File: config.mk
export PLATFORM = sky130hd
export DESIGN_NAME = tmr3_timer
export DESIGN_NICKNAME = d
export VERILOG_FILES = /design/src/hw/tmr3_prescale.v /design/src/hw/tmr3_timer.v
export VERILOG_INCLUDE_DIRS = /design/src /design/src/hw
export SDC_FILE = /design/constraint.sdc
export NUM_CORES = 1
export LEC_CHECK = 0
export ABC_CLOCK_PERIOD_IN_PS = 4700
export BUFFER_PORTS_ARGS = -buffer_cell sky130_fd_sc_hd__buf_4
export CELL_PAD_IN_SITES_DETAIL_PLACEMENT = 0
export CELL_PAD_IN_SITES_GLOBAL_PLACEMENT = 1
export CORE_MARGIN = 5
export CORE_UTILIZATION = 47
export DETAILED_ROUTE_END_ITERATION = 8
export PLACE_DENSITY_LB_ADDON = 0.08
export SKIP_LAST_GASP = 1
export SYNTH_ARGS = -nofsm -noshare
export SYNTH_HDL_FRONTEND = slang
export SYNTH_SLANG_ARGS = --single-unit
export TNS_END_PERCENT = 5
File: constraint.sdc
create_clock -name i_clk -period 4.7 [get_ports i_clk]
set_input_delay 1.41 -clock i_clk [delete_from_list [all_inputs] [get_ports i_clk]]
set_output_delay 1.41 -clock i_clk [all_outputs]
set_load 0.05 [all_outputs]
File: src/hw/tmr3_consts.vh
// Constants for the third timer control block
`ifndef TMR3_CONSTS_VH
`define TMR3_CONSTS_VH

// ----------------------------------------
// Special-function addresses
// ----------------------------------------
`define TMR3_ADDR_CONTROL 8'h91
`define TMR3_ADDR_RELOAD_LOW 8'h92
`define TMR3_ADDR_RELOAD_HIGH 8'h93
`define TMR3_ADDR_COUNT_LOW 8'h94
`define TMR3_ADDR_COUNT_HIGH 8'h95

// ----------------------------------------
// Control register fields
// ----------------------------------------
`define TMR3_BIT_HIGH_FLAG 7
`define TMR3_BIT_LOW_FLAG 6
`define TMR3_BIT_LOW_IRQ_EN 5
`define TMR3_BIT_CAPTURE_EN 4
`define TMR3_BIT_SPLIT 3
`define TMR3_BIT_RUN 2
`define TMR3_BIT_CAPTURE_SRC 1
`define TMR3_BIT_EXT_CLK 0

// ----------------------------------------
// Reset values and wrap points
// ----------------------------------------
`define TMR3_RESET_BYTE 8'h00
`define TMR3_BYTE_MAX 8'hff
`define TMR3_WORD_MAX 16'hffff

// ----------------------------------------
// Clock dividers
// ----------------------------------------
`define TMR3_SYS_DIV 12
`define TMR3_EXT_DIV 8

`endif

File: src/hw/tmr3_prescale.v
// Prescaler producing the divided system and external clock ticks
`timescale 1ns/1ps
`include "tmr3_consts.vh"

module tmr3_prescale #(
  parameter SYS_DIV = `TMR3_SYS_DIV,
  parameter EXT_DIV = `TMR3_EXT_DIV
) (
  // Clock and reset
  input wire i_clk,
  input wire i_rstn,
  // External clock, already synchronous
  input wire i_ext_clk,
  // Ticks
  output reg o_tick_sys12,
  output reg o_tick_ext8
);

  reg [3:0] sys_count;
  reg [2:0] ext_count;
  reg ext_prev;
  wire ext_rise;

  assign ext_rise = i_ext_clk & ~ext_prev;

  // ----------------------------------------
  // Divide by twelve and by eight
  // ----------------------------------------
  always @(posedge i_clk or negedge i_rstn) begin
    if (!i_rstn) begin
      sys_count <= 4'h0;
      ext_count <= 3'h0;
      ext_prev <= 1'b0;
      o_tick_sys12 <= 1'b0;
      o_tick_ext8 <= 1'b0;
    end else begin
      ext_prev <= i_ext_clk;
      o_tick_sys12 <= (sys_count == SYS_DIV[3:0] - 4'h1);
      if (sys_count == SYS_DIV[3:0] - 4'h1) begin
        sys_count <= 4'h0;
      end else begin
        sys_count <= sys_count + 4'h1;
      end
      o_tick_ext8 <= ext_rise && (ext_count == EXT_DIV[2:0] - 3'h1);
      if (ext_rise) begin
        if (ext_count == EXT_DIV[2:0] - 3'h1) begin
          ext_count <= 3'h0;
        end else begin
          ext_count <= ext_count + 3'h1;
        end
      end
    end
  end

endmodule

File: src/hw/tmr3_timer.v
// Third timer: control register, counters, reload and capture
// How it works
// RULE1: High byte wrap sets high flag
// RULE2: Sixteen-bit wrap sets high flag
// RULE3: Enabled high flag requests timer interrupt
// RULE4: Flags cleared only by software writing zero
// RULE5: Low byte wrap always sets low flag
// RULE6: Low flag interrupts when low enable set
// RULE7: Oscillator falling edge captures count, interrupts
// RULE8: Split mode gives two reloading byte timers; code skips their reloads while capture enable set
// RULE9: Timer counts only while run set; code counts the low byte in split mode whether run is set or not
// RULE10: Split mode: run gates high byte only
// RULE11: Capture source one selects oscillator edge
// RULE12: External select picks divide-12 or external/8
// RULE13: Per-byte select bits can force system clock
// RULE14: Control at 0x91, resets zero, fixed order
// RULE15: Sixteen-bit wrap loads reload pair; code skips the reload while capture enable set
// RULE16: Split bytes reload from own reload byte; code skips these reloads while capture enable set
// RULE17: Extended enable bit gates all requests
// RULE18: Hardware set beats same-cycle software clear
`timescale 1ns/1ps
`include "tmr3_consts.vh"

module tmr3_timer (
  // Clock and reset
  input wire i_clk,
  input wire i_rstn,
  // Special-function register port
  input wire [7:0] i_sfr_addr,
  input wire i_sfr_wr,
  input wire [7:0] i_sfr_wdata,
  output reg [7:0] o_sfr_rdata,
  // Clock-control select bits and interrupt enable
  input wire i_high_byte_clock_select,
  input wire i_low_byte_clock_select,
  input wire i_extended_irq_enable_one,
  // Clock sources
  input wire i_ext_clk,
  input wire i_lfo_out,
  // Interrupt request
  output reg o_irq
);

  // ----------------------------------------
  // Register state
  // ----------------------------------------
  reg high_byte_overflow_flag;
  reg low_byte_overflow_flag;
  reg low_byte_irq_enable;
  reg osc_capture_enable;
  reg split_mode_enable;
  reg run_control;
  reg capture_source_select;
  reg external_clock_select;
  reg [7:0] counter_low_byte;
  reg [7:0] counter_high_byte;
  reg [7:0] reload_low_byte;
  reg [7:0] reload_high_byte;
  reg lfo_prev;

  wire tick_sys12;
  wire tick_ext8;
  wire tick_low;
  wire tick_high;
  wire step_low;
  wire step_high;
  wire wrap_low;
  wire wrap_high;
  wire capture_event;
  wire [7:0] control_value;
  wire wr_control;
  wire wr_reload_low;
  wire wr_reload_high;
  wire wr_count_low;
  wire wr_count_high;
  reg [7:0] next_counter_low;
  reg [7:0] next_counter_high;

  assign wr_control = i_sfr_wr && (i_sfr_addr == `TMR3_ADDR_CONTROL);
  assign wr_reload_low = i_sfr_wr && (i_sfr_addr == `TMR3_ADDR_RELOAD_LOW);
  assign wr_reload_high = i_sfr_wr && (i_sfr_addr == `TMR3_ADDR_RELOAD_HIGH);
  assign wr_count_low = i_sfr_wr && (i_sfr_addr == `TMR3_ADDR_COUNT_LOW);
  assign wr_count_high = i_sfr_wr && (i_sfr_addr == `TMR3_ADDR_COUNT_HIGH);

  // RULE14: bit order of control
  assign control_value = {high_byte_overflow_flag, low_byte_overflow_flag, low_byte_irq_enable,
                          osc_capture_enable, split_mode_enable, run_control,
                          capture_source_select, external_clock_select};

  // ----------------------------------------
  // Clock selection
  // ----------------------------------------
  tmr3_prescale #(
    .SYS_DIV(`TMR3_SYS_DIV),
    .EXT_DIV(`TMR3_EXT_DIV)
  ) u_prescale (
    .i_clk(i_clk),
    .i_rstn(i_rstn),
    .i_ext_clk(i_ext_clk),
    .o_tick_sys12(tick_sys12),
    .o_tick_ext8(tick_ext8)
  );

  // RULE12: divide-12 or external/8
  // RULE13: per-byte system clock override
  assign tick_low = i_low_byte_clock_select ? 1'b1 : (external_clock_select ? tick_ext8 : tick_sys12);
  assign tick_high = i_high_byte_clock_select ? 1'b1 : (external_clock_select ? tick_ext8 : tick_sys12);

  // RULE9: run gates counting
  // RULE10: low byte free in split
  assign step_low = split_mode_enable ? tick_low : (run_control & tick_low);
  assign step_high = split_mode_enable ? (run_control & tick_high) : (run_control & tick_low);

  // RULE5: low byte wrap any mode
  assign wrap_low = step_low && (counter_low_byte == `TMR3_BYTE_MAX);
  // RULE1: high byte wrap
  // RULE2: full word wrap
  assign wrap_high = split_mode_enable ? (step_high && (counter_high_byte == `TMR3_BYTE_MAX)) :
                     (step_high && ({counter_high_byte, counter_low_byte} == `TMR3_WORD_MAX));

  // RULE7: oscillator falling edge
  // RULE11: source one only
  assign capture_event = osc_capture_enable && capture_source_select && lfo_prev && !i_lfo_out;

  // ----------------------------------------
  // Next counter values
  // ----------------------------------------
  always @* begin
    next_counter_low = counter_low_byte;
    next_counter_high = counter_high_byte;
    if (split_mode_enable) begin
      // RULE8: two independent byte timers
      if (step_low) begin
        // RULE16: low reload byte
        if (wrap_low && !osc_capture_enable) begin
          next_counter_low = reload_low_byte;
        end else begin
          next_counter_low = counter_low_byte + 8'h01;
        end
      end
      if (step_high) begin
        // RULE16: high reload byte
        if (wrap_high && !osc_capture_enable) begin
          next_counter_high = reload_high_byte;
        end else begin
          next_counter_high = counter_high_byte + 8'h01;
        end
      end
    end else if (step_low) begin
      // RULE15: reload pair on wrap
      if (wrap_high && !osc_capture_enable) begin
        next_counter_low = reload_low_byte;
        next_counter_high = reload_high_byte;
      end else begin
        next_counter_low = counter_low_byte + 8'h01;
        if (wrap_low) begin
          next_counter_high = counter_high_byte + 8'h01;
        end
      end
    end
  end

  // ----------------------------------------
  // Registers
  // ----------------------------------------
  always @(posedge i_clk or negedge i_rstn) begin
    if (!i_rstn) begin
      high_byte_overflow_flag <= 1'b0;
      low_byte_overflow_flag <= 1'b0;
      low_byte_irq_enable <= 1'b0;
      osc_capture_enable <= 1'b0;
      split_mode_enable <= 1'b0;
      run_control <= 1'b0;
      capture_source_select <= 1'b0;
      external_clock_select <= 1'b0;
      counter_low_byte <= `TMR3_RESET_BYTE;
      counter_high_byte <= `TMR3_RESET_BYTE;
      reload_low_byte <= `TMR3_RESET_BYTE;
      reload_high_byte <= `TMR3_RESET_BYTE;
      lfo_prev <= 1'b0;
    end else begin
      lfo_prev <= i_lfo_out;
      if (wr_control) begin
        low_byte_irq_enable <= i_sfr_wdata[`TMR3_BIT_LOW_IRQ_EN];
        osc_capture_enable <= i_sfr_wdata[`TMR3_BIT_CAPTURE_EN];
        split_mode_enable <= i_sfr_wdata[`TMR3_BIT_SPLIT];
        run_control <= i_sfr_wdata[`TMR3_BIT_RUN];
        capture_source_select <= i_sfr_wdata[`TMR3_BIT_CAPTURE_SRC];
        external_clock_select <= i_sfr_wdata[`TMR3_BIT_EXT_CLK];
      end
      // RULE4: only software clears flags
      // RULE18: hardware set wins
      high_byte_overflow_flag <= wrap_high |
                                 (wr_control ? i_sfr_wdata[`TMR3_BIT_HIGH_FLAG] : high_byte_overflow_flag);
      low_byte_overflow_flag <= wrap_low |
                                (wr_control ? i_sfr_wdata[`TMR3_BIT_LOW_FLAG] : low_byte_overflow_flag);
      counter_low_byte <= wr_count_low ? i_sfr_wdata : next_counter_low;
      counter_high_byte <= wr_count_high ? i_sfr_wdata : next_counter_high;
      // RULE7: latch count into reload
      if (capture_event) begin
        reload_low_byte <= counter_low_byte;
        reload_high_byte <= counter_high_byte;
      end else begin
        if (wr_reload_low) begin
          reload_low_byte <= i_sfr_wdata;
        end
        if (wr_reload_high) begin
          reload_high_byte <= i_sfr_wdata;
        end
      end
    end
  end

  // ----------------------------------------
  // Read data and interrupt
  // ----------------------------------------
  always @(posedge i_clk or negedge i_rstn) begin
    if (!i_rstn) begin
      o_sfr_rdata <= 8'h00;
      o_irq <= 1'b0;
    end else begin
      case (i_sfr_addr)
        `TMR3_ADDR_CONTROL: begin
          o_sfr_rdata <= control_value;
        end
        `TMR3_ADDR_RELOAD_LOW: begin
          o_sfr_rdata <= reload_low_byte;
        end
        `TMR3_ADDR_RELOAD_HIGH: begin
          o_sfr_rdata <= reload_high_byte;
        end
        `TMR3_ADDR_COUNT_LOW: begin
          o_sfr_rdata <= counter_low_byte;
        end
        `TMR3_ADDR_COUNT_HIGH: begin
          o_sfr_rdata <= counter_high_byte;
        end
        default: begin
          o_sfr_rdata <= 8'h00;
        end
      endcase
      // RULE3: high flag request
      // RULE6: low flag when enabled
      // RULE17: extended enable gates all
      o_irq <= i_extended_irq_enable_one &
               (high_byte_overflow_flag | wrap_high |
                (low_byte_irq_enable & (low_byte_overflow_flag | wrap_low)) |
                capture_event);
    end
  end

endmodule
After elaboration in Yosys (flattened, before gate mapping). Index checks and enable logic that the tools add are counted.

Register bits: 60. Bits of input ports: 24. Output and inout port bits: 9. Logic and storage cells: 97.

$add $sub $neg: 4. Equal/unequal tests: 11. Mux-type cells: 28. Bitwise logic cells: 12. Reductions and logical operators: 22.

Operator list (number): $mux W8 (17); $eq A8 B8 Y1 const B (7); $pmux W8 S5 (1); $add A8 B1 Y8 const B (2); $eq A16 B16 Y1 const B (1); $logic_and A1 B1 Y1 (14); $mux W1 (8); $or A1 B1 Y1 (6); $reduce_bool A2 Y1 (3); $and A1 B1 Y1 (5); $add A4 B1 Y4 const B (1); $eq A4 B4 Y1 const B (1); $mux W4 (1); $reduce_bool A4 Y1 (1); $add A3 B1 Y3 const B (1); $eq A3 B3 Y1 const B (1); $mux W3 (1); $ne A3 B1 Y1 const B (1); $reduce_and A3 Y1 (1); $reduce_bool A3 Y1 (1); $logic_not A1 Y1 (2); $not A1 Y1 (1).

Logic depth before layout (Yosys ltp). Gate-level depths: netlist (run 1).

Word-level depth: 11. Mapped depth: 8. Mapped depth without buffers: 6.

By module. A second synthesis (run 1) with hierarchy kept.

Cell total of the unflattened synthesis: 381. Area total of the unflattened synthesis: 3559.7 µm².

By module, submodules not included: tmr3_timer (times used 1, cells an instance 353, area an instance 3138.0 µm², sequential area each 1251.2 µm²); tmr3_prescale (times used 1, cells an instance 28, area an instance 421.7 µm², sequential area each 250.2 µm²).

Worst setup path before layout (run 1). No wires, ideal clock.

Kind: input to register. Start point: in i_sfr_addr[0]. End point: reg reload_low_byte[0]. Library setup time: 0.137 ns. Arrival time: 2.833 ns. Path slack: 1.730 ns. Stages on the path: 5. Path buffers: 0. Cells stage by stage: or4b_1 -> nor3_2 -> nand2_2 -> mux2i_1 -> a21oi_1.

Word-level cells in the longest chain between the ends: 3.

RTL lines: from (decl) (line tmr3_timer.v:29) `input wire [7:0] i_sfr_addr,`; $eq A8 B8 Y1; $logic_and A1 B1 Y1 (line tmr3_timer.v:80) `` assign wr_reload_low = i_sfr_wr && (i_sfr_addr == `TMR3_ADDR_RELOAD_LOW); ``; $reduce_bool A2 Y1 (no source line); to (signal assigned) (line tmr3_timer.v:178) `` reload_low_byte <= `TMR3_RESET_BYTE; ``; to (signal assigned) (line tmr3_timer.v:201) `reload_low_byte <= counter_low_byte;`; to (signal assigned) (line tmr3_timer.v:205) `reload_low_byte <= i_sfr_wdata;`; to (decl) (line tmr3_timer.v:57) `reg [7:0] reload_low_byte;`.

No other way between the ends. A chain may end at the register's enable or synchronous reset.

Worst setup path in the final report (run 1).
Start point: in i_sfr_addr[0]. End point: reg reload_low_byte[2].

Same word-level chain as after synthesis.

==> metrics.log, run 1 <==
INFO  metric grt_overflow = 0
INFO  metric run_status = completed
INFO  metric postPlaceCellArea = 3710 um2
INFO  metric avgSynthCellArea = 9.53 um2
INFO  metric net-switching-power = 494 uW
INFO  metric synth_edf_count = 0
INFO  metric internal_power = 994 uW
INFO  metric register_area = 1500 um2
INFO  metric ctsLongestPathBuffers = 2
INFO  metric routed_wl_per_cell = 18.6 um
INFO  metric ant_nets = 0
INFO  metric area.growth.synth_to_final = 14.4%
INFO  metric totalWireLength = 9.07 mm
INFO  metric post_synth_and_or_nand_nor_area_fraction = 20.2%
INFO  metric die_w = 95.3 um
INFO  metric first_global_vias = 2798
INFO  metric worst_ep_arrival_time = 3.27 ns
INFO  metric insertion_delay = 0.34 ns
INFO  metric largest_net_degree_at_the_start_of_global_routing = 61
INFO  metric route.vias.total = 2945
INFO  metric drtIter0Drc = 255
INFO  metric synth_async_sr_flop_share = 100%
INFO  metric cts_inserted_buffers = 9
INFO  metric multiInputGateArea = 1800 um2
INFO  metric detail_route.first_pass.iterations = 6
INFO  metric gp_congestion = 0.869
INFO  metric worstSetupStartpointType = input pin
INFO  metric fin_tns_setup = 0 ns
INFO  metric share_clk_of_total_power = 31.7%
INFO  metric post_cts.repair.setup_buffers = 0
INFO  metric share_of_synthesized_area_spent_on_multiplexers = 8.85%
INFO  metric htree_num_levels = 3
INFO  metric design_area = 3920 um2
INFO  metric clock-skew-final = 0.00623 ns
INFO  metric layout.nets = 414
INFO  metric synth_compound_area_share = 19.8%
INFO  metric worst_setup_path_startpoint = i_sfr_addr[0]
INFO  metric main_combinational_cell_family_by_area_after_synthesis = simple AND/OR/NAND/NOR gates
INFO  metric power_switching_share = 33.2%
INFO  metric floorplan.initialDensity = 47.7%
INFO  metric synth_top_flop_cell = sky130_fd_sc_hd__dfrtp_1
INFO  metric fp.coreArea = 7180 um2
INFO  metric gr-usage-all-layers = 22.1%
INFO  metric tritoncts = yes
INFO  metric io_buffers = 32
INFO  metric grt_pass1_wl = 15.0 mm
INFO  metric post_cts_sizing = 0
INFO  metric fp.dieArea = 9080 um2
INFO  metric synthDistinctLibCells = 61
INFO  metric drt-vias-per-instance = 6.02
INFO  metric layout-drive-gt1-share = 19.2%
INFO  metric yosys_warnings = 0
INFO  metric min_period = 3.06 ns
INFO  metric required = 4.91 ns
INFO  metric grt_antenna_before_repair = 0
INFO  metric instances_no_fill = 489
INFO  metric post_synth_fa_ha_maj_area_fraction = 1.83%
INFO  metric final_core_utilization = 54.6%
INFO  metric final.period_utilization = 65.2%
INFO  metric syn_area = 3420 um2
INFO  metric endpoint_kind = register
INFO  metric fp.dieH = 95.3 um
INFO  metric synth_nets = 388
INFO  metric relSlewSlack = 36.3%
INFO  metric critical_path_peak_fanout = 9
INFO  metric placed_cells = 473
INFO  metric synth_xor_area_share = 2.05%
INFO  metric max_cap_violations = 0
INFO  metric detailed_place_hpwl = 6.54 mm
INFO  metric clock-sinks = 60
INFO  metric fp-row-count = 31
INFO  metric logic_gate_share_of_total_power = 21.6%
INFO  metric smallest_hold_slack = 0.466 ns
INFO  metric clk_pin_slew = 0.07 ns
INFO  metric tightest_slew = 0.952 ns
INFO  metric num_antenna_cells = 0
INFO  metric synth_largest_area_cell = sky130_fd_sc_hd__dfrtp_1
INFO  metric slew_viol_final = 0
INFO  metric power-per-cell-area = 380 nW/um2
INFO  metric layout.filler_cells = 674
INFO  metric regToRegStartpoint = counter_low_byte[0]
INFO  metric seq_area_frac_synth = 43.9%
INFO  metric unrepaired_setup_endpoints_after_global_routing = no
INFO  metric holdBufCountCts = 0
INFO  metric drt_drc_violations_left = 0
INFO  metric boundaryPins = 33
INFO  metric post_synth_main_area_contributors = sky130_fd_sc_hd__dfrtp_1, sky130_fd_sc_hd__mux2i_1, sky130_fd_sc_hd__a21oi_1
INFO  metric synth.top_cell.area_share = 43.9%
INFO  metric setup_viol = 0
INFO  metric netlist_instances = 359
INFO  metric timing.fmax = 326 MHz
INFO  metric portion_of_total_power_attributed_to_sequential_cells = 46.7%
INFO  metric vdd_ir_drop_max = 0.152 mV
INFO  metric final_hold_violations = 0
INFO  metric cts_root_buffer = sky130_fd_sc_hd__clkbuf_8
INFO  metric total_leakage_power = 0.00187 uW
INFO  metric hold_path_class = register to register
INFO  metric postSynthRegisterBits = 60
INFO  metric hold_path_startpoint = u_prescale.sys_count[0]
INFO  metric critical_path_class = input pin to register
## final cells by class
| class | count | area share, % |
|---|---|---|
| Multi-Input combinational cell | 274 | 46.0 |
| Sequential cell | 60 | 38.4 |
| Timing Repair Buffer | 36 | 6.90 |
| Clock buffer | 11 | 3.61 |
| Tap cell | 99 | 3.16 |
| Clock inverter | 5 | 1.57 |
| Inverter | 4 | 0.384 |
## metal layers
| metal | vias to the layer above | global-route usage (%) | part of all wire (%) |
|---|---|---|---|
| met5 | - | 0 | 0 |
| met4 | 0 | 8.89 | 2.1 |
| met3 | 16 | 3.00 | 4.9 |
| met2 | 93 | 33.2 | 46 |
| met1 | 1440 | 32.0 | 47 |
| li1 | 1396 | - | - |
## cell families (layout without fill, tap and decap cells)
logic type,Yosys count,count (layout)
compound gates,99,99
xor+xnor,8,8
fa+ha+maj,5,5
buf+inv,25,56
flops,60,60
mux,29,29
simple gates,133,133
## metrics by stage
| step | setup slack, ns | power (uW) |
|---|---|---|
| 6_report | 1.64 | 1490 |
| 5_1_grt | 1.50 | 1580 |
| 4_1_cts | 1.66 | 1500 |
| 3_5_place_dp | 1.31 | 1030 |
| 3_3_place_gp | 1.34 | 1020 |
| 2_1_floorplan | 1.73 | 920 |
## registers in the layout, indices dropped and copies added (netlist names), 3 cells and up
| register | count |
|---|---|
| o_sfr_rdata | 8 |
| u_prescale.ext_count | 3 |
| u_prescale.sys_count | 4 |
| reload_low_byte | 8 |
| reload_high_byte | 8 |
| counter_low_byte | 8 |
| counter_high_byte | 8 |
## cell usage after synthesis (all sizes together) (3+ instances only)
library cell / instances
dfrtp: 60
nand2: 37
a21oi: 32
nor2: 31
mux2i: 19
o21ai: 17
clkbuf: 13
nand3: 13
nor3: 12
or3: 11
mux2: 10
a222oi: 8
a22oi: 8
buf: 8
nand2b: 8
xor2: 6
ha: 5
inv: 4
nand3b: 4
o31ai: 4
a21o: 3
nor4: 3
o21a: 3
## cell usage in the layout (no fill, tap or decap), types with 5 or more instances in the layout
cell type / n
sky130_fd_sc_hd__nor3_1: 9
sky130_fd_sc_hd__clkbuf_8: 10
sky130_fd_sc_hd__mux2i_1: 19
sky130_fd_sc_hd__ha_1: 5
sky130_fd_sc_hd__dfrtp_1: 60
sky130_fd_sc_hd__or3_1: 7
sky130_fd_sc_hd__nand2_1: 36
sky130_fd_sc_hd__xor2_1: 6
sky130_fd_sc_hd__a222oi_1: 8
sky130_fd_sc_hd__nand2b_1: 8
sky130_fd_sc_hd__a22oi_1: 8
sky130_fd_sc_hd__nand3_1: 12
sky130_fd_sc_hd__o21ai_0: 16
sky130_fd_sc_hd__nor2_1: 31
sky130_fd_sc_hd__a21oi_1: 32
sky130_fd_sc_hd__buf_4: 36
sky130_fd_sc_hd__mux2_2: 10
## worst max-delay path, cell delays in order
cell and delay, ns:
sky130_fd_sc_hd__buf_4 0.11, sky130_fd_sc_hd__or4b_1 0.59, sky130_fd_sc_hd__nor3_2 0.53, sky130_fd_sc_hd__nand2_2 0.32, sky130_fd_sc_hd__mux2i_1 0.23, sky130_fd_sc_hd__a21oi_1 0.08
## path summary, 6_finish.rpt
kind	slack (ns)	cells after the start	endpoint
max reg2reg	1.98	6	o_irq
max in group asynchronous	3.03	1	reload_high_byte[6]
min reg2reg	0.47	1	u_prescale.sys_count[0]
min	0.47	1	u_prescale.sys_count[0]
min in group asynchronous	1.13	1	split_mode_enable
max	1.64	6	reload_low_byte[2]
## power by group through the flow
stage	registers, uW	clock network [uW]	logic (uW)
floorplan	639	0	280
global placement	704	0	320
detailed placement	706	0	321
CTS	696	482	323
global route	708	507	365
finish	695	472	322
No activity file was read; power rests on OpenSTA's default activity.
==> run 2: changes to the inputs <==
--- a/config.mk
+++ b/config.mk
@@ -6,12 +6,12 @@
 export SDC_FILE = /design/constraint.sdc
 export NUM_CORES = 1
 export LEC_CHECK = 0
-export ABC_CLOCK_PERIOD_IN_PS = 4700
+export ABC_CLOCK_PERIOD_IN_PS = 2900
 export BUFFER_PORTS_ARGS = -buffer_cell sky130_fd_sc_hd__buf_4
 export CELL_PAD_IN_SITES_DETAIL_PLACEMENT = 0
 export CELL_PAD_IN_SITES_GLOBAL_PLACEMENT = 1
 export CORE_MARGIN = 5
-export CORE_UTILIZATION = 47
+export CORE_UTILIZATION = 46
 export DETAILED_ROUTE_END_ITERATION = 8
 export PLACE_DENSITY_LB_ADDON = 0.08
 export SKIP_LAST_GASP = 1
==> constraint.sdc (replaced) <==
create_clock -name i_clk -period 2.9 [get_ports i_clk]
set_input_delay 0.87 -clock i_clk [delete_from_list [all_inputs] [get_ports i_clk]]
set_output_delay 0.87 -clock i_clk [all_outputs]
set_load 0.05 [all_outputs]
==> run 2 against run 1 <==
Net effect:
- clock-buffer cell count unchanged
- wire length up 5.9%
- sequential cell count unchanged
- register-to-register slack worse by 1.6 ns
- hold slack better by 0.00088 ns
- first-iteration DRC count shrank 1.2%
- worst setup slack lost 1.2 ns
- combinational power increased by 81%
==> metrics.log, run 2 (same netlist as run 1, synthesis figures left out) <==
INFO  metric detail_route.first_pass.iterations = 5
INFO  metric num_antenna_cells = 0
INFO  metric route.vias.total = 3009
INFO  metric htree_num_levels = 3
INFO  metric relSlewSlack = 37.5%
INFO  metric internal_power = 1660 uW
INFO  metric routed_wl_per_cell = 19.2 um
INFO  metric grt_pass1_wl = 15.8 mm
INFO  metric clock-sinks = 60
INFO  metric total_leakage_power = 0.00194 uW
INFO  metric layout.filler_cells = 699
INFO  metric grt_overflow = 0
INFO  metric fp.coreArea = 7250 um2
INFO  metric floorplan.initialDensity = 47.2%
INFO  metric fin_tns_setup = 0 ns
INFO  metric required = 3.15 ns
INFO  metric largest_net_degree_at_the_start_of_global_routing = 61
INFO  metric post_cts.repair.setup_buffers = 0
INFO  metric cts_inserted_buffers = 9
INFO  metric area.growth.synth_to_final = 17.3%
INFO  metric cts_root_buffer = sky130_fd_sc_hd__clkbuf_8
INFO  metric final_hold_violations = 0
INFO  metric insertion_delay = 0.34 ns
INFO  metric fp.dieArea = 9260 um2
INFO  metric first_global_vias = 3058
INFO  metric die_w = 96.2 um
INFO  metric hold_path_class = register to register
INFO  metric critical_path_class = register to register
INFO  metric ant_nets = 0
INFO  metric critical_path_peak_fanout = 12
INFO  metric io_buffers = 32
INFO  metric holdBufCountCts = 0
INFO  metric drtIter0Drc = 252
INFO  metric vdd_ir_drop_max = 0.292 mV
INFO  metric worstSetupStartpointType = register
INFO  metric clk_pin_slew = 0.07 ns
INFO  metric layout_common_cells = sky130_fd_sc_hd__dfrtp_1, sky130_fd_sc_hd__buf_4, sky130_fd_sc_hd__nand2_1
INFO  metric gp_congestion = 0.875
INFO  metric layout-drive-gt1-share = 21.9%
INFO  metric power-per-cell-area = 618 nW/um2
INFO  metric worst_ep_arrival_time = 2.76 ns
INFO  metric final.period_utilization = 86.7%
INFO  metric timing.fmax = 398 MHz
INFO  metric power_switching_share = 33.2%
INFO  metric endpoint_kind = register
INFO  metric ctsLongestPathBuffers = 2
INFO  metric drt_drc_violations_left = 0
INFO  metric unrepaired_setup_endpoints_after_global_routing = no
INFO  metric totalWireLength = 9.61 mm
INFO  metric boundaryPins = 33
INFO  metric smallest_hold_slack = 0.467 ns
INFO  metric post_cts_sizing = 0
INFO  metric fp-row-count = 31
INFO  metric run_status = completed
INFO  metric grt_antenna_before_repair = 0
INFO  metric total_power = 2480 uW
INFO  metric detailed_place_hpwl = 6.94 mm
INFO  metric gr-usage-all-layers = 22.8%
INFO  metric tritoncts = yes
INFO  metric logic_gate_share_of_total_power = 23.5%
INFO  metric fp.dieH = 96.2 um
INFO  metric layout.nets = 426
INFO  metric drt-vias-per-instance = 6.01
INFO  metric leading_cell_type_in_the_layout_fill_and_taps_excluded = sky130_fd_sc_hd__dfrtp_1
INFO  metric clock-skew-final = 0.00710 ns
INFO  metric portion_of_total_power_attributed_to_sequential_cells = 44.1%
INFO  metric setup_viol = 0
INFO  metric min_period = 2.51 ns
INFO  metric slew_viol_final = 0
INFO  metric tightest_slew = 0.934 ns
INFO  metric max_cap_violations = 0
INFO  metric net-switching-power = 822 uW
INFO  metric share_clk_of_total_power = 32.4%
==> run 2: changes by cell type in the layout (fill, tap and decap cells not counted) <==
cell	before	now
sky130_fd_sc_hd__clkbuf_8	10	11
sky130_fd_sc_hd__clkbuf_1	1	0
sky130_fd_sc_hd__inv_6	0	1
sky130_fd_sc_hd__clkinvlp_4	3	2
sky130_fd_sc_hd__buf_4	36	48
sky130_fd_sc_hd__clkinv_4	1	0
sky130_fd_sc_hd__clkinv_2	0	1
==> run 2: worst paths after layout <==
path	startpoint	end	slack [ns]	depth (start not counted)
worst max register to register	counter_low_byte[1]	counter_high_byte[7]	0.39	6
min in group asynchronous	i_rstn	u_prescale.ext_prev	0.59	1
worst min register to register	u_prescale.sys_count[0]	u_prescale.sys_count[0]	0.47	1
max in group asynchronous	i_rstn	o_sfr_rdata[7]	1.77	1
worst max-delay path	counter_low_byte[1]	counter_high_byte[7]	0.39	6
worst min-delay path	u_prescale.sys_count[0]	u_prescale.sys_count[0]	0.47	1
==> run 2: layer usage <==
metal | track usage, % | part of all wire (%) | vias up
met5 | 0 | 0 | -
met4 | 6.28 | 0.88 | 0
met3 | 6.02 | 5.8 | 6
met2 | 35.9 | 48 | 82
met1 | 30.9 | 46 | 1498
li1 | - | - | 1423
==> run 2: metrics by stage <==
step           worst slack [ns]  area, um2  util [%]  cells
3_3_place_gp              0.339       3800      52.4    485
5_1_grt                   0.168       4010      55.3    501
4_1_cts                   0.433       4010      55.3    501
6_report                  0.387       4010      55.3    501
3_5_place_dp              0.291       3800      52.4    485
2_1_floorplan             0.470       3420         -    359
==> run 2: worst max-delay path, cell delays in order, from the launching register on <==
cell and delay [ns]:
sky130_fd_sc_hd__dfrtp_1 0.47, sky130_fd_sc_hd__ha_1 0.32, sky130_fd_sc_hd__nand2_1 0.10, sky130_fd_sc_hd__o31a_1 0.36
sky130_fd_sc_hd__nor2_1 0.74, sky130_fd_sc_hd__nand2_1 0.14, sky130_fd_sc_hd__o31ai_1 0.28
==> run 2: final cells by class <==
class	instances	area [um2]	area share (%)
Multi-Input combinational cell	274	1800	44.9
Sequential cell	60	1500	37.4
Timing Repair Buffer	48	360	8.98
Clock buffer	11	151	3.77
Tap cell	99	124	3.09
Clock inverter	5	58.8	1.47
Inverter	4	15.0	0.374
==> run 2: power by group through the flow <==
stage / sequential, uW / combinational (uW) / clock (uW)
6_report: 1090 / 584 / 803
5_1_grt: 1110 / 657 / 861
4_1_cts: 1090 / 580 / 817
3_5_place_dp: 1100 / 578 / 0
3_3_place_gp: 1110 / 572 / 0
2_1_floorplan: 1040 / 454 / 0
==> run 3: changes to the inputs <==
--- a/config.mk
+++ b/config.mk
@@ -10,10 +10,10 @@
 export BUFFER_PORTS_ARGS = -buffer_cell sky130_fd_sc_hd__buf_4
 export CELL_PAD_IN_SITES_DETAIL_PLACEMENT = 0
 export CELL_PAD_IN_SITES_GLOBAL_PLACEMENT = 1
-export CORE_MARGIN = 5
+export CORE_MARGIN = 1.5
 export CORE_UTILIZATION = 46
 export DETAILED_ROUTE_END_ITERATION = 8
-export PLACE_DENSITY_LB_ADDON = 0.08
+export PLACE_DENSITY = 0.82
 export SKIP_LAST_GASP = 1
 export SYNTH_ARGS = -nofsm -noshare
 export SYNTH_HDL_FRONTEND = slang
==> run 3 against run 2 <==
Net effect:
- final area decreased by 1.0%
- maximum frequency up 3.4%
- utilization decreased by 0.26 points
==> metrics.log, run 3 (same netlist as run 1, synthesis figures left out) <==
INFO  metric run_status = completed
INFO  metric post_cts.repair.setup_buffers = 0
INFO  metric required = 3.17 ns
INFO  metric gr-usage-all-layers = 24.8%
INFO  metric clk_pin_slew = 0.07 ns
INFO  metric vdd_ir_drop_max = 0.270 mV
INFO  metric postPlaceCellArea = 3770 um2
INFO  metric leading_cell_type_in_the_layout_fill_and_taps_excluded = sky130_fd_sc_hd__dfrtp_1
INFO  metric final.period_utilization = 83.8%
INFO  metric io_buffers = 32
INFO  metric htree_num_levels = 3
INFO  metric routed_wl_per_cell = 18.0 um
INFO  metric total_power = 2430 uW
INFO  metric endpoint_kind = register
INFO  metric power-per-cell-area = 611 nW/um2
INFO  metric fp.dieH = 89.2 um
INFO  metric setup_viol = 0
INFO  metric clock-skew-final = 0.00744 ns
INFO  metric ant_nets = 0
INFO  metric grt_pass1_wl = 14.7 mm
INFO  metric route.vias.total = 2967
INFO  metric fp-row-count = 31
INFO  metric cts_inserted_buffers = 9
INFO  metric share_clk_of_total_power = 31.4%
INFO  metric num_antenna_cells = 0
INFO  metric fp.dieArea = 7960 um2
INFO  metric boundaryPins = 33
INFO  metric hold_path_class = register to register
INFO  metric unrepaired_setup_endpoints_after_global_routing = no
INFO  metric detail_route.first_pass.iterations = 6
INFO  metric fp.coreArea = 7210 um2
INFO  metric fin_tns_setup = 0 ns
INFO  metric layout.nets = 422
INFO  metric ctsLongestPathBuffers = 2
INFO  metric critical_path_peak_fanout = 10
INFO  metric timing.fmax = 412 MHz
INFO  metric drt-vias-per-instance = 5.97
INFO  metric tritoncts = yes
INFO  metric relSlewSlack = 48.4%
INFO  metric min_period = 2.43 ns
INFO  metric area.growth.synth_to_final = 16.1%
INFO  metric power_switching_share = 34.3%
INFO  metric floorplan.initialDensity = 47.4%
INFO  metric slew_viol_final = 0
INFO  metric net-switching-power = 833 uW
INFO  metric insertion_delay = 0.34 ns
INFO  metric portion_of_total_power_attributed_to_sequential_cells = 46.4%
INFO  metric worstSetupStartpointType = register
INFO  metric holdBufCountCts = 0
INFO  metric layout-drive-gt1-share = 21.1%
INFO  metric reg2reg_slack = 0.47 ns
INFO  metric layout_common_cells = sky130_fd_sc_hd__dfrtp_1, sky130_fd_sc_hd__buf_4, sky130_fd_sc_hd__nand2_1
INFO  metric totalWireLength = 8.94 mm
INFO  metric first_global_vias = 2818
INFO  metric clock-sinks = 60
INFO  metric gp_congestion = 0.854
INFO  metric internal_power = 1590 uW
INFO  metric design_area = 3970 um2
INFO  metric post_cts_sizing = 0
INFO  metric critical_path_class = register to register
INFO  metric largest_net_degree_at_the_start_of_global_routing = 61
INFO  metric worst_ep_arrival_time = 2.70 ns
INFO  metric total_leakage_power = 0.00191 uW
INFO  metric final_hold_violations = 0
INFO  metric drt_drc_violations_left = 0
INFO  metric die_w = 89.2 um
INFO  metric tightest_slew = 0.774 ns
INFO  metric logic_gate_share_of_total_power = 22.2%
INFO  metric cts_root_buffer = sky130_fd_sc_hd__clkbuf_8
INFO  metric grt_overflow = 0
INFO  metric drtIter0Drc = 250
INFO  metric max_cap_violations = 0
INFO  metric detailed_place_hpwl = 6.51 mm
INFO  metric grt_antenna_before_repair = 0
## run 3: changes by cell type in the layout (fill, tap and decap cells not counted)
cell                       delta
sky130_fd_sc_hd__buf_4        -4
sky130_fd_sc_hd__clkbuf_8     -2
sky130_fd_sc_hd__clkinv_4     +2
## run 3: path summary, 6_finish.rpt
path	from	to	cells past startpoint
max	counter_low_byte[0]	counter_low_byte[0]	6
min	u_prescale.sys_count[0]	u_prescale.sys_count[0]	1
max reg2reg	counter_low_byte[0]	counter_low_byte[0]	6
min reg2reg	u_prescale.sys_count[0]	u_prescale.sys_count[0]	1
max in group asynchronous	i_rstn	reload_high_byte[2]	1
min in group asynchronous	i_rstn	o_sfr_rdata[7]	1
## run 3: cell type report
| type | count | area, um2 |
|---|---|---|
| well taps | 99 | 124 |
| clock inverters | 7 | 76.3 |
| multi-input cells | 274 | 1800 |
| repair buffers | 44 | 330 |
| flip-flops and latches | 60 | 1500 |
| clock buffers | 9 | 124 |
| fillers | 687 | 3240 |
| inverters | 4 | 15.0 |
## run 3: power groups by stage
stage	Combinational (uW)	Clock (uW)	Sequential, uW
final	539	761	1130
after global routing	609	813	1140
after detailed placement	529	0	1140
after floorplan	454	0	1040
after CTS	535	774	1120
after global placement	510	0	1130
## run 3: layer usage
metal | GRT usage, % | vias up | part of all wire [%]
li1 | - | 1413 | -
met1 | 36.1 | 1445 | 46
met2 | 37.5 | 99 | 46
met3 | 3.51 | 10 | 6.8
met4 | 9.65 | 0 | 0.91
met5 | 0 | - | 0
## run 3: critical path: stages (launching register included)
cell	delay, ns
sky130_fd_sc_hd__dfrtp_1	0.53
sky130_fd_sc_hd__ha_1	0.32
sky130_fd_sc_hd__nand2_1	0.10
sky130_fd_sc_hd__o31a_1	0.40
sky130_fd_sc_hd__nor3_2	0.47
sky130_fd_sc_hd__mux2_2	0.39
sky130_fd_sc_hd__a21oi_1	0.14
## run 3: stage by stage
stage          hold WS, ns  instances  setup WS, ns  utilization, %
2_1_floorplan        0.432        359         0.470               -
3_3_place_gp         0.446        481         0.326            52.3
5_1_grt              0.483        497         0.296            55.1
6_report             0.465        497         0.471            55.1
4_1_cts              0.466        497         0.484            55.1
3_5_place_dp         0.456        481         0.221            52.3
